===== src/utic_params.svh =====
// constants of the usb/timer interrupt controller
`ifndef UTIC_PARAMS_SVH
`define UTIC_PARAMS_SVH

`define UTIC_IDX_INTC 8'h0b
`define UTIC_IDX_USBREQ 8'h21
`define UTIC_IDX_USBSC 8'h20
`define UTIC_IDX_CORE 8'h40
`define UTIC_BIT_GIE 0
`define UTIC_BIT_UIE 1
`define UTIC_BIT_AIE 2
`define UTIC_BIT_BIE 3
`define UTIC_BIT_UPEND 4
`define UTIC_BIT_APEND 5
`define UTIC_BIT_BPEND 6
`define UTIC_BIT_SUSP 0
`define UTIC_BIT_RESM 3
`define UTIC_INTC_RESET 7'h00
`define UTIC_INTC_MASK 8'h7f
`define UTIC_VEC_USB 12'h004
`define UTIC_VEC_TA 12'h008
`define UTIC_VEC_TB 12'h00c
`define UTIC_RESP_OKAY 2'b00
`define UTIC_RESP_SLVERR 2'b10
`define UTIC_FIFO_N 3

`endif


===== src/utic_pkg.sv =====
// types of the usb/timer interrupt controller
package utic_pkg;

    typedef struct packed {
        logic fifo_hit_0;
        logic fifo_hit_1;
        logic fifo_hit_2;
        logic suspend;
        logic resume;
        logic bus_reset;
    } utic_usb_ev_t;

    typedef struct packed {
        logic irq_exit;
        logic sub_exit;
        logic halt_enter;
        logic stack_full;
    } utic_core_t;

    typedef struct packed {
        logic take;
        logic [11:0] vector;
        logic push_pc;
    } utic_ack_t;

endpackage : utic_pkg


===== src/utic_top.sv =====
// interrupt controller for usb engine and two timers, axi4-lite registers
`timescale 1ns/100ps
`include "utic_params.svh"

// Summary of operation
// - fifo access, suspend, resume or bus reset sets the usb pending flag
// - enabled usb request with free stack vectors to 04h
// - taking usb clears its pending flag and the global enable
// - timer a overflow sets pending flag bit 5
// - enabled timer a vectors to 08h, clearing its flag and global enable
// - timer b overflow sets pending flag bit 6
// - enabled timer b vectors to 0ch, clearing its flag and global enable
// - no acknowledge while the stack is full
// - flags still record requests while service is blocked
// - software re-enabling global and source enable allows nesting
// - taking an interrupt pushes only the program counter
// - acknowledges held until irq exit or enables set again
// - irq exit sets the global enable, plain return does not
// - requests between phase-two pulses are served on the next pulse
// - fixed priority: usb, then timer a, then timer b
// - clearing the global enable masks all three sources
// - every source can wake the halted device
// - fifo access sets its request bit and the usb flag; firmware clears
// - suspend sets status bit 0 and raises the usb interrupt
// - resume sets status bit 3 and raises the usb interrupt
// - enables: global bit 0, usb 1, timer a 2, timer b 3
// - flags: usb 4, timer a 5, timer b 6; bit 7 reads zero
// - a flag already set at halt entry loses its wake ability
// - wake with source disabled or stack full resumes at next instruction
module utic_top
    import utic_pkg::*;
(
    input wire logic clk_i,
    input wire logic rst_b_i,
    input wire logic phase_two_pulse_i,
    input wire utic_usb_ev_t usb_ev_i,
    input wire logic timer_a_ovf_i,
    input wire logic timer_b_ovf_i,
    input wire utic_core_t core_i,
    output utic_ack_t ack_o,
    output logic wake_o,
    output logic resume_next_o,
    input wire logic [7:0] awaddr_i,
    input wire logic awvalid_i,
    output logic awready_o,
    input wire logic [31:0] wdata_i,
    input wire logic [3:0] wstrb_i,
    input wire logic wvalid_i,
    output logic wready_o,
    output logic [1:0] bresp_o,
    output logic bvalid_o,
    input wire logic bready_i,
    input wire logic [7:0] araddr_i,
    input wire logic arvalid_i,
    output logic arready_o,
    output logic [31:0] rdata_o,
    output logic [1:0] rresp_o,
    output logic rvalid_o,
    input wire logic rready_i
);

    // ------------------------------------------------------------
    // state
    // ------------------------------------------------------------
    logic [3:0] enables;
    logic [2:0] pending;
    logic [`UTIC_FIFO_N-1:0] fifo_req;
    logic suspend_bit;
    logic resume_bit;
    logic [2:0] wake_mask;
    logic halted;
    logic [7:0] aw_addr;
    logic aw_held;
    logic [31:0] w_data;
    logic [3:0] w_strb;
    logic w_held;

    // ------------------------------------------------------------
    // helpers
    // ------------------------------------------------------------
    function automatic logic [7:0] byte_addr(input logic [7:0] idx);
        byte_addr = {idx[5:0], 2'b00};
    endfunction : byte_addr

    function automatic logic [2:0] pick(input logic [2:0] req);
        // lowest index wins: usb, timer a, timer b
        if (req[0])
            pick = 3'b001;
        else if (req[1])
            pick = 3'b010;
        else if (req[2])
            pick = 3'b100;
        else
            pick = 3'b000;
    endfunction : pick

    // ------------------------------------------------------------
    // request detection
    // ------------------------------------------------------------
    logic usb_event;
    logic [2:0] src_event;
    logic [2:0] eligible;
    logic [2:0] win;
    logic take;
    assign usb_event = usb_ev_i.fifo_hit_0 | usb_ev_i.fifo_hit_1 | usb_ev_i.fifo_hit_2
                     | usb_ev_i.suspend | usb_ev_i.resume | usb_ev_i.bus_reset;
    assign src_event = {timer_b_ovf_i, timer_a_ovf_i, usb_event};
    // masked by global enable and source enables
    assign eligible = pending & enables[3:1] & {3{enables[`UTIC_BIT_GIE]}};
    assign win = pick(eligible);
    // sampled only on phase-two pulse; stack full gates everything
    assign take = phase_two_pulse_i & (|eligible) & ~core_i.stack_full & ~halted;

    // ------------------------------------------------------------
    // bus write channel
    // ------------------------------------------------------------
    logic wr_go;
    // address and data in either order; runs once both are held and b is free
    assign wr_go = aw_held & w_held & ~bvalid_o;

    always_ff @(posedge clk_i or negedge rst_b_i)
    begin
        if (!rst_b_i)
        begin
            aw_held <= 1'b0;
            aw_addr <= 8'h00;
            awready_o <= 1'b1;
        end
        else if (awvalid_i && awready_o)
        begin
            aw_held <= 1'b1;
            aw_addr <= awaddr_i;
            awready_o <= 1'b0;
        end
        else if (wr_go)
        begin
            aw_held <= 1'b0;
            awready_o <= 1'b1;
        end
    end

    always_ff @(posedge clk_i or negedge rst_b_i)
    begin
        if (!rst_b_i)
        begin
            w_held <= 1'b0;
            w_data <= 32'h0000_0000;
            w_strb <= 4'h0;
            wready_o <= 1'b1;
        end
        else if (wvalid_i && wready_o)
        begin
            w_held <= 1'b1;
            w_data <= wdata_i;
            w_strb <= wstrb_i;
            wready_o <= 1'b0;
        end
        else if (wr_go)
        begin
            w_held <= 1'b0;
            wready_o <= 1'b1;
        end
    end

    logic wr_intc;
    logic wr_usbreq;
    logic wr_usbsc;
    logic wr_ok;
    assign wr_intc = wr_go && aw_addr == byte_addr(`UTIC_IDX_INTC) && w_strb[0];
    assign wr_usbreq = wr_go && aw_addr == byte_addr(`UTIC_IDX_USBREQ) && w_strb[0];
    assign wr_usbsc = wr_go && aw_addr == byte_addr(`UTIC_IDX_USBSC) && w_strb[0];
    assign wr_ok = aw_addr == byte_addr(`UTIC_IDX_INTC) || aw_addr == byte_addr(`UTIC_IDX_USBREQ)
                 || aw_addr == byte_addr(`UTIC_IDX_USBSC);

    always_ff @(posedge clk_i or negedge rst_b_i)
    begin
        if (!rst_b_i)
        begin
            bvalid_o <= 1'b0;
            bresp_o <= `UTIC_RESP_OKAY;
        end
        else if (wr_go)
        begin
            bvalid_o <= 1'b1;
            bresp_o <= wr_ok ? `UTIC_RESP_OKAY : `UTIC_RESP_SLVERR;
        end
        else if (bready_i)
            bvalid_o <= 1'b0;
    end

    // ------------------------------------------------------------
    // enables and pending flags
    // ------------------------------------------------------------
    always_ff @(posedge clk_i or negedge rst_b_i)
    begin
        if (!rst_b_i)
            enables <= 4'(`UTIC_INTC_RESET);
        else if (take)
            enables[`UTIC_BIT_GIE] <= 1'b0;
        else if (core_i.irq_exit)
            enables[`UTIC_BIT_GIE] <= 1'b1;
        else if (wr_intc)
            enables <= w_data[`UTIC_BIT_BIE:`UTIC_BIT_GIE];
    end

    always_ff @(posedge clk_i or negedge rst_b_i)
    begin
        if (!rst_b_i)
            pending <= 3'(`UTIC_INTC_RESET >> `UTIC_BIT_UPEND);
        else
        begin
            // a new event beats both software clear and acknowledge
            pending <= ((wr_intc ? w_data[`UTIC_BIT_BPEND:`UTIC_BIT_UPEND] : pending)
                        & ~(take ? win : 3'h0)) | src_event;
        end
    end

    // ------------------------------------------------------------
    // usb request and status bits
    // ------------------------------------------------------------
    always_ff @(posedge clk_i or negedge rst_b_i)
    begin
        if (!rst_b_i)
            fifo_req <= 3'h0;
        else
            fifo_req <= (wr_usbreq ? (fifo_req & w_data[`UTIC_FIFO_N-1:0]) : fifo_req)
                        | {usb_ev_i.fifo_hit_2, usb_ev_i.fifo_hit_1, usb_ev_i.fifo_hit_0};
    end

    always_ff @(posedge clk_i or negedge rst_b_i)
    begin
        if (!rst_b_i)
        begin
            suspend_bit <= 1'b0;
            resume_bit <= 1'b0;
        end
        else
        begin
            suspend_bit <= (wr_usbsc ? (suspend_bit & w_data[`UTIC_BIT_SUSP]) : suspend_bit)
                           | usb_ev_i.suspend;
            resume_bit <= (wr_usbsc ? (resume_bit & w_data[`UTIC_BIT_RESM]) : resume_bit)
                          | usb_ev_i.resume;
        end
    end

    // ------------------------------------------------------------
    // acknowledge to the core
    // ------------------------------------------------------------
    always_ff @(posedge clk_i or negedge rst_b_i)
    begin
        if (!rst_b_i)
            ack_o <= '0;
        else
        begin
            ack_o.take <= take;
            ack_o.push_pc <= take;
            // vector holds between takes so the core may read it late
            if (take)
            begin
                if (win[0])
                    ack_o.vector <= `UTIC_VEC_USB;
                else if (win[1])
                    ack_o.vector <= `UTIC_VEC_TA;
                else
                    ack_o.vector <= `UTIC_VEC_TB;
            end
        end
    end

    // ------------------------------------------------------------
    // halt and wake-up
    // ------------------------------------------------------------
    logic wake_now;
    assign wake_now = halted & |(src_event & wake_mask);

    always_ff @(posedge clk_i or negedge rst_b_i)
    begin
        if (!rst_b_i)
        begin
            halted <= 1'b0;
            wake_mask <= 3'h0;
            wake_o <= 1'b0;
            resume_next_o <= 1'b0;
        end
        else
        begin
            wake_o <= wake_now;
            // disabled source or full stack: carry on after halt, no vector
            resume_next_o <= wake_now & ((~|(src_event & wake_mask & enables[3:1]))
                             | ~enables[`UTIC_BIT_GIE] | core_i.stack_full);
            if (core_i.halt_enter && !halted)
            begin
                halted <= 1'b1;
                wake_mask <= ~pending;
            end
            else if (wake_now)
                halted <= 1'b0;
        end
    end

    // ------------------------------------------------------------
    // bus read channel
    // ------------------------------------------------------------
    always_ff @(posedge clk_i or negedge rst_b_i)
    begin
        if (!rst_b_i)
        begin
            arready_o <= 1'b1;
            rvalid_o <= 1'b0;
            rdata_o <= 32'h0000_0000;
            rresp_o <= `UTIC_RESP_OKAY;
        end
        else if (arvalid_i && arready_o)
        begin
            arready_o <= 1'b0;
            rvalid_o <= 1'b1;
            rresp_o <= `UTIC_RESP_OKAY;
            if (araddr_i == byte_addr(`UTIC_IDX_INTC))
                rdata_o <= {24'h0, 1'b0, pending, enables};
            else if (araddr_i == byte_addr(`UTIC_IDX_USBREQ))
                rdata_o <= {29'h0, fifo_req};
            else if (araddr_i == byte_addr(`UTIC_IDX_USBSC))
                rdata_o <= {28'h0, resume_bit, 2'b00, suspend_bit};
            // own status index folds onto byte address 00 of the 8-bit bus
            else if (araddr_i == byte_addr(`UTIC_IDX_CORE))
                rdata_o <= {30'h0, resume_next_o, halted};
            else
            begin
                rdata_o <= 32'h0000_0000;
                rresp_o <= `UTIC_RESP_SLVERR;
            end
        end
        else if (rvalid_o && rready_i)
        begin
            rvalid_o <= 1'b0;
            arready_o <= 1'b1;
        end
    end

endmodule : utic_top


===== config.mk =====
export PLATFORM = sky130hd
export DESIGN_NAME = utic_top
export DESIGN_NICKNAME = d
export VERILOG_FILES = /design/src/utic_pkg.sv /design/src/utic_top.sv
export VERILOG_INCLUDE_DIRS = /design/src
export SDC_FILE = /design/constraint.sdc
export NUM_CORES = 1
export LEC_CHECK = 0
export BUFFER_PORTS_ARGS = -buffer_cell sky130_fd_sc_hd__buf_4
export CORE_AREA = 5 5 81 83
export CTS_BUF_LIST = sky130_fd_sc_hd__clkbuf_4
export DETAILED_ROUTE_END_ITERATION = 12
export DIE_AREA = 0 0 86 88
export PLACE_DENSITY = 0.85
export SLEW_MARGIN = 5
export SYNTH_ARGS = -nofsm -noshare
export SYNTH_HDL_FRONTEND = slang
export SYNTH_SLANG_ARGS = --single-unit

===== constraint.sdc =====
create_clock -name clk_i -period 2.3 [get_ports clk_i]
set_input_delay 0.345 -clock clk_i [delete_from_list [all_inputs] [get_ports clk_i]]
set_output_delay 0.345 -clock clk_i [all_outputs]
set_load 0.05 [all_outputs]

[Yosys cells after proc, flatten, opt, wreduce, memory -nomap -nowiden]
Index checks and enable logic that the tools add are counted.
Word-level totals
  register bits: 90
  input bits: 72
  output and inout port bits: 57
  logic and storage cells: 127
Operators by class
  equal/unequal tests: 6
  muxes and demuxes: 36
  bitwise operators: 34
  reductions and logical operators: 26
Operators with widths (number)
  equality test 8 bit (second input constant): 4
  two-way mux 3 bit: 7
  two-way mux 1 bit: 19
  AND 3 bit: 6
  equality test 8 x 6 -> 1 bit (second input constant): 2
  two-way mux 2 bit: 6
  two-way mux 4 bit: 3
  logical AND 1 bit: 11
  nonzero test 2 bit: 5
  AND 1 bit: 9
  bitwise OR 1 bit: 9
  OR reduction 3 bit: 3
  logical NOT 8 bit: 1
  two-way mux 7 bit: 1
  NOT 1 bit: 6
  NOT 3 bit: 2
  bitwise OR 3 bit: 2
  AND reduction 3 bit: 1
  nonzero test 3 bit: 1
  logical NOT 1 bit: 2
  logical OR 1 bit: 2

[Logic depth before layout (Yosys ltp)]
  depth after elaboration: 12
  depth in mapped cells: 5

[Worst setup path before layout]
Ideal clock, no wire load.
  path type: register -> register
  from: reg bvalid_o
  to: reg enables[1]
  library setup time: 0.128 ns
  data arrival time: 1.970 ns
  data required time: 2.172 ns
  setup slack: 0.202 ns
  stages on the path, launching flop included: 5
  path buffers: 0
  period minus slack after synthesis: 2.098 ns
  cell sequence: dfrtp_1 -> nand3b_1 -> nor4_4 -> nor3b_4 -> mux2_1
On the way
  longest elaborated chain between the ends: 5
Ends and longest elaborated chain
  start, declared: line utic_top.sv:51  | output logic bvalid_o,
  start signal, assigned: line utic_top.sv:179  | bvalid_o <= 1'b0;
  start signal, assigned: line utic_top.sv:184  | bvalid_o <= 1'b1;
  start signal, assigned: line utic_top.sv:188  | bvalid_o <= 1'b0;
  NOT 1 bit: line utic_top.sv:119  | assign wr_go = aw_held & w_held & ~bvalid_o;
  AND 1 bit: line utic_top.sv:119
  logical AND 1 bit (2 in series): line utic_top.sv:169  | assign wr_intc = wr_go && aw_addr == byte_addr(`UTIC_IDX_INTC) && w_strb[0];
  AND reduction 3 bit (no source line)
  end signal, assigned: line utic_top.sv:197  | enables <= 4'(`UTIC_INTC_RESET);
  end signal, assigned: line utic_top.sv:203  | enables <= w_data[`UTIC_BIT_BIE:`UTIC_BIT_GIE];
  end, declared: line utic_top.sv:65  | logic [3:0] enables;
Every way passes these cells.
A chain may end at the register's enable or synchronous reset.

[Worst setup path after layout]
  from: reg aw_addr[1]
  to: reg enables[1]
On the way
  longest elaborated chain between the ends: 4
Ends and longest elaborated chain
  start, declared: line utic_top.sv:72  | logic [7:0] aw_addr;
  start signal, assigned: line utic_top.sv:132  | aw_addr <= awaddr_i;
  equality test 8 x 6 -> 1 bit: line utic_top.sv:169
  logical AND 1 bit (2 in series): line utic_top.sv:169
  AND reduction 3 bit (no source line)
Every way passes these cells.

==> results.md <==
- Router iterations before antenna repair: 4
- Wl on met1: ~2200 um
- Reg-to-reg slack, setup: around 0.25 ns
- Ranking of synthesized cells by area: dfrtp_1 48%, buf_4 11%, mux2_2 7.0%
- Reg-to-reg endpoint: enables[1]$_DFFE_PN0P_
- Ant diodes: 0
- Hold_sp: awvalid_i
- Clock Path Buffers: 2
- Setup repair bufs after CTS: 0
- Initial Util: 44.7%
- Layout cell share with drive strength beyond 1: ~31%
- Site row count: 28
- Die area: 7570 sq um
- Pwr dens: 837 nW/um^2
- Chip height: 88 um
- DP HPWL: around 4300 um
- TritonCTS clock tree: built
- Post-route DRC: 0
- Critical Path Start Type: flop
- Root Driver: clkbuf_4
- Yosys reg bits: 53
- Net count, final: 378
- CP required: 2.56 ns
- VDD IR max: between 0.4 and 0.5 mV
- Hold Path Cell Cnt: 2
- Unique masters post-synth: 39
- Largest net degree at the start of global routing: 54
- Gr ovfl total: 0
- Mean area per synthesized cell: 10.9 sq um
- Highest routed layer: met4
- Highest clock rate: 488 MHz
- Die width: between 80 and 90 um
- Commonest cells post-synth: 50 x dfrtp_1, 38 x buf_4, 22 x nand2_1, 16 x mux2_2, 16 x nor2_1
- Post-synth top area share: 48.5%
- Final std cells w/o fill: between 300 and 400
- DR WL met2: roughly 2600 um
- Ys async rst share: 100%
- Worst min-delay path endpoint: awready_o$_DFFE_PN1P_
- Final Setup Violations: 0
- IO Port Bufs: 62
- Min-delay worst type: in2reg
- # Max-Cap Violations: 0
- DRT iter0 DRCs: 90
- Worst r2r src: aw_addr[1]$_DFFE_PN0P_
- Setup crit end kind: flop
- Mapped cell area: 2580 sq um
- CTS clk-pin slew, worst paths: 0.15 ns
- Post-CTS Resized: 0
- Area of the core: slightly below 6000 sq um
- Htree depth: 2
- Post-Route WL: 5450 um
- Fin crit share: roughly nine tenths
- Setup CP Type: reg2reg
- Synth warn: 0
- Synth-to-layout area growth: 19.0%
- RePlAce Congestion: 0.814
- ANT nets after route: 0
- Total negative slack: 0 ns
- # placed instances: 373
- Pins Over Slew Limit: 0
- Met3 WL: 622 um
- CTS Buf Count: 5
- Leading area contributor after synthesis: dfrtp_1
- Antenna violations before repair: 0
- Final Hold Violating Endpoints: 0
- Io pins: 129
- Vias in the first global route: 1951
- Via count: 1893
- Outcome: finished clean
- Slew HR: a little under three fifths
- Register area share after synthesis: 51.5%
- RSZ-0062 raised after global routing: no
- Vias/cell: 4.96
- Crit. Startpoint: aw_addr[1]$_DFFE_PN0P_
- Crit Path Max Fanout: 3
- Routed length per instance: 14.3 um
- CP arrival: between 2 and 2.5 ns
- Most common cell in the netlist: dfrtp_1
- First-pass GRT wire length: between 8000 and 9000 um
- Clock latency on the worst-skew pair: about 0.36 ns
- Number of synthesized flops with an enable pin: 0
- Final Critical Period: 2.05 ns
- Global-route usage over all layers: between 10% and 20%
- Ys flop type: dfrtp_1
- Hold buffer count at cts: 1
- Leakage: 1.45 nW
- Worst Skew: 0.00398 ns
- Worst Tran Pin Value: roughly 0.65 ns
- Reg2Reg Depth: 4
- Post-Synthesis Cells: 237
- CTS sink cnt: 53
[routing by layer]
metal | GRT usage, % | vias up
li1 | - | 886
met1 | 18.6 | 911
met2 | 25.1 | 94
met3 | 5.08 | 2
met4 | 4.60 | 0
met5 | 0 | -
[cell type report]
cell class	instances	area, sq um
Clock buffer	5	37.5
Clock inverter	3	17.5
Fill cell	549	2710
Inverter	8	30.0
Multi-Input combinational cell	172	1060
Sequential cell	53	1330
Tap cell	75	93.8
Timing Repair Buffer	66	498
[report_power, final]
part           switching (W)  total, W  internal [W]  leakage [nW]
clock               0.000292  0.000409      0.000116        0.0310
sequential          0.000163   0.00132       0.00116         0.634
combinational       0.000519  0.000842      0.000323         0.789
[through the flow]
step                hold WS [ns]  instance area (sq um)  utilization [%]  setup slack (ns)  total power, W
floorplan                 0.0494                   2720                -             0.202         0.00197
global placement           0.413                   3010             52.0             0.326         0.00215
detailed placement         0.417                   3010             52.0             0.268         0.00219
CTS                       0.0916                   3070             53.1             0.244         0.00259
global route              0.0867                   3070             53.1             0.161         0.00272
finish                     0.109                   3070             53.1             0.251         0.00257
[cell usage in the layout, fill, tap and decap left out, types with 2 or more instances in the layout]
master / n
a211oi_1: 2
a21o_1: 7
a21oi_1: 4
a22oi_1: 3
a31oi_1: 2
and4_1: 2
buf_4: 65
clkbuf_4: 5
clkinv_2: 2
conb_1: 37
dfrtp_1: 50
dfstp_2: 3
inv_1: 8
mux2_1: 3
mux2_2: 16
mux2i_1: 6
nand2_1: 22
nand2b_1: 2
nand3_1: 5
nand3b_1: 2
nand4b_1: 4
nor2_1: 16
nor2b_1: 4
nor3_1: 3
nor3b_1: 2
o21ai_0: 15
o21bai_1: 2
[logic make-up (layout without fill, tap and decap cells)]
group                  Yosys count  after routing  synth area share [%]
AND/OR/NAND/NOR                 69             69                  14.9
multiplexers                    25             25                  10.6
buffers and inverters           48             82                  12.5
flip-flops                      53             53                  51.5
other                            1             37                 0.145
AO/OA/AOI/OAI                   41             41                  10.3
[worst max-delay path by stage]
stage	to	slack (ns)
detailed placement	enables[1]$_DFFE_PN0P_	0.27
global route	enables[3]$_DFFE_PN0P_	0.16
global placement	enables[2]$_DFFE_PN0P_	0.33
finish	enables[1]$_DFFE_PN0P_	0.25
CTS	enables[2]$_DFFE_PN0P_	0.24
floorplan	enables[1]$_DFFE_PN0P_	0.20
[flip-flops by register name, summed over array words and instances, names as in the netlist, 3 cells and up]
| register | count |
|---|---|
| w_data | 7 |
| ack_o | 3 |
| enables | 4 |
| rdata_o | 7 |
| pending | 3 |
| wake_mask | 3 |
| fifo_req | 3 |
| aw_addr | 8 |
[critical path: stages (launching register included)]
cell and delay, ns:
dfrtp_1 0.41, or4_4 0.57, nor4_4 0.32, nor3b_4 0.31, mux2_1 0.35
Note: power is estimated with default switching activity, not from simulation.
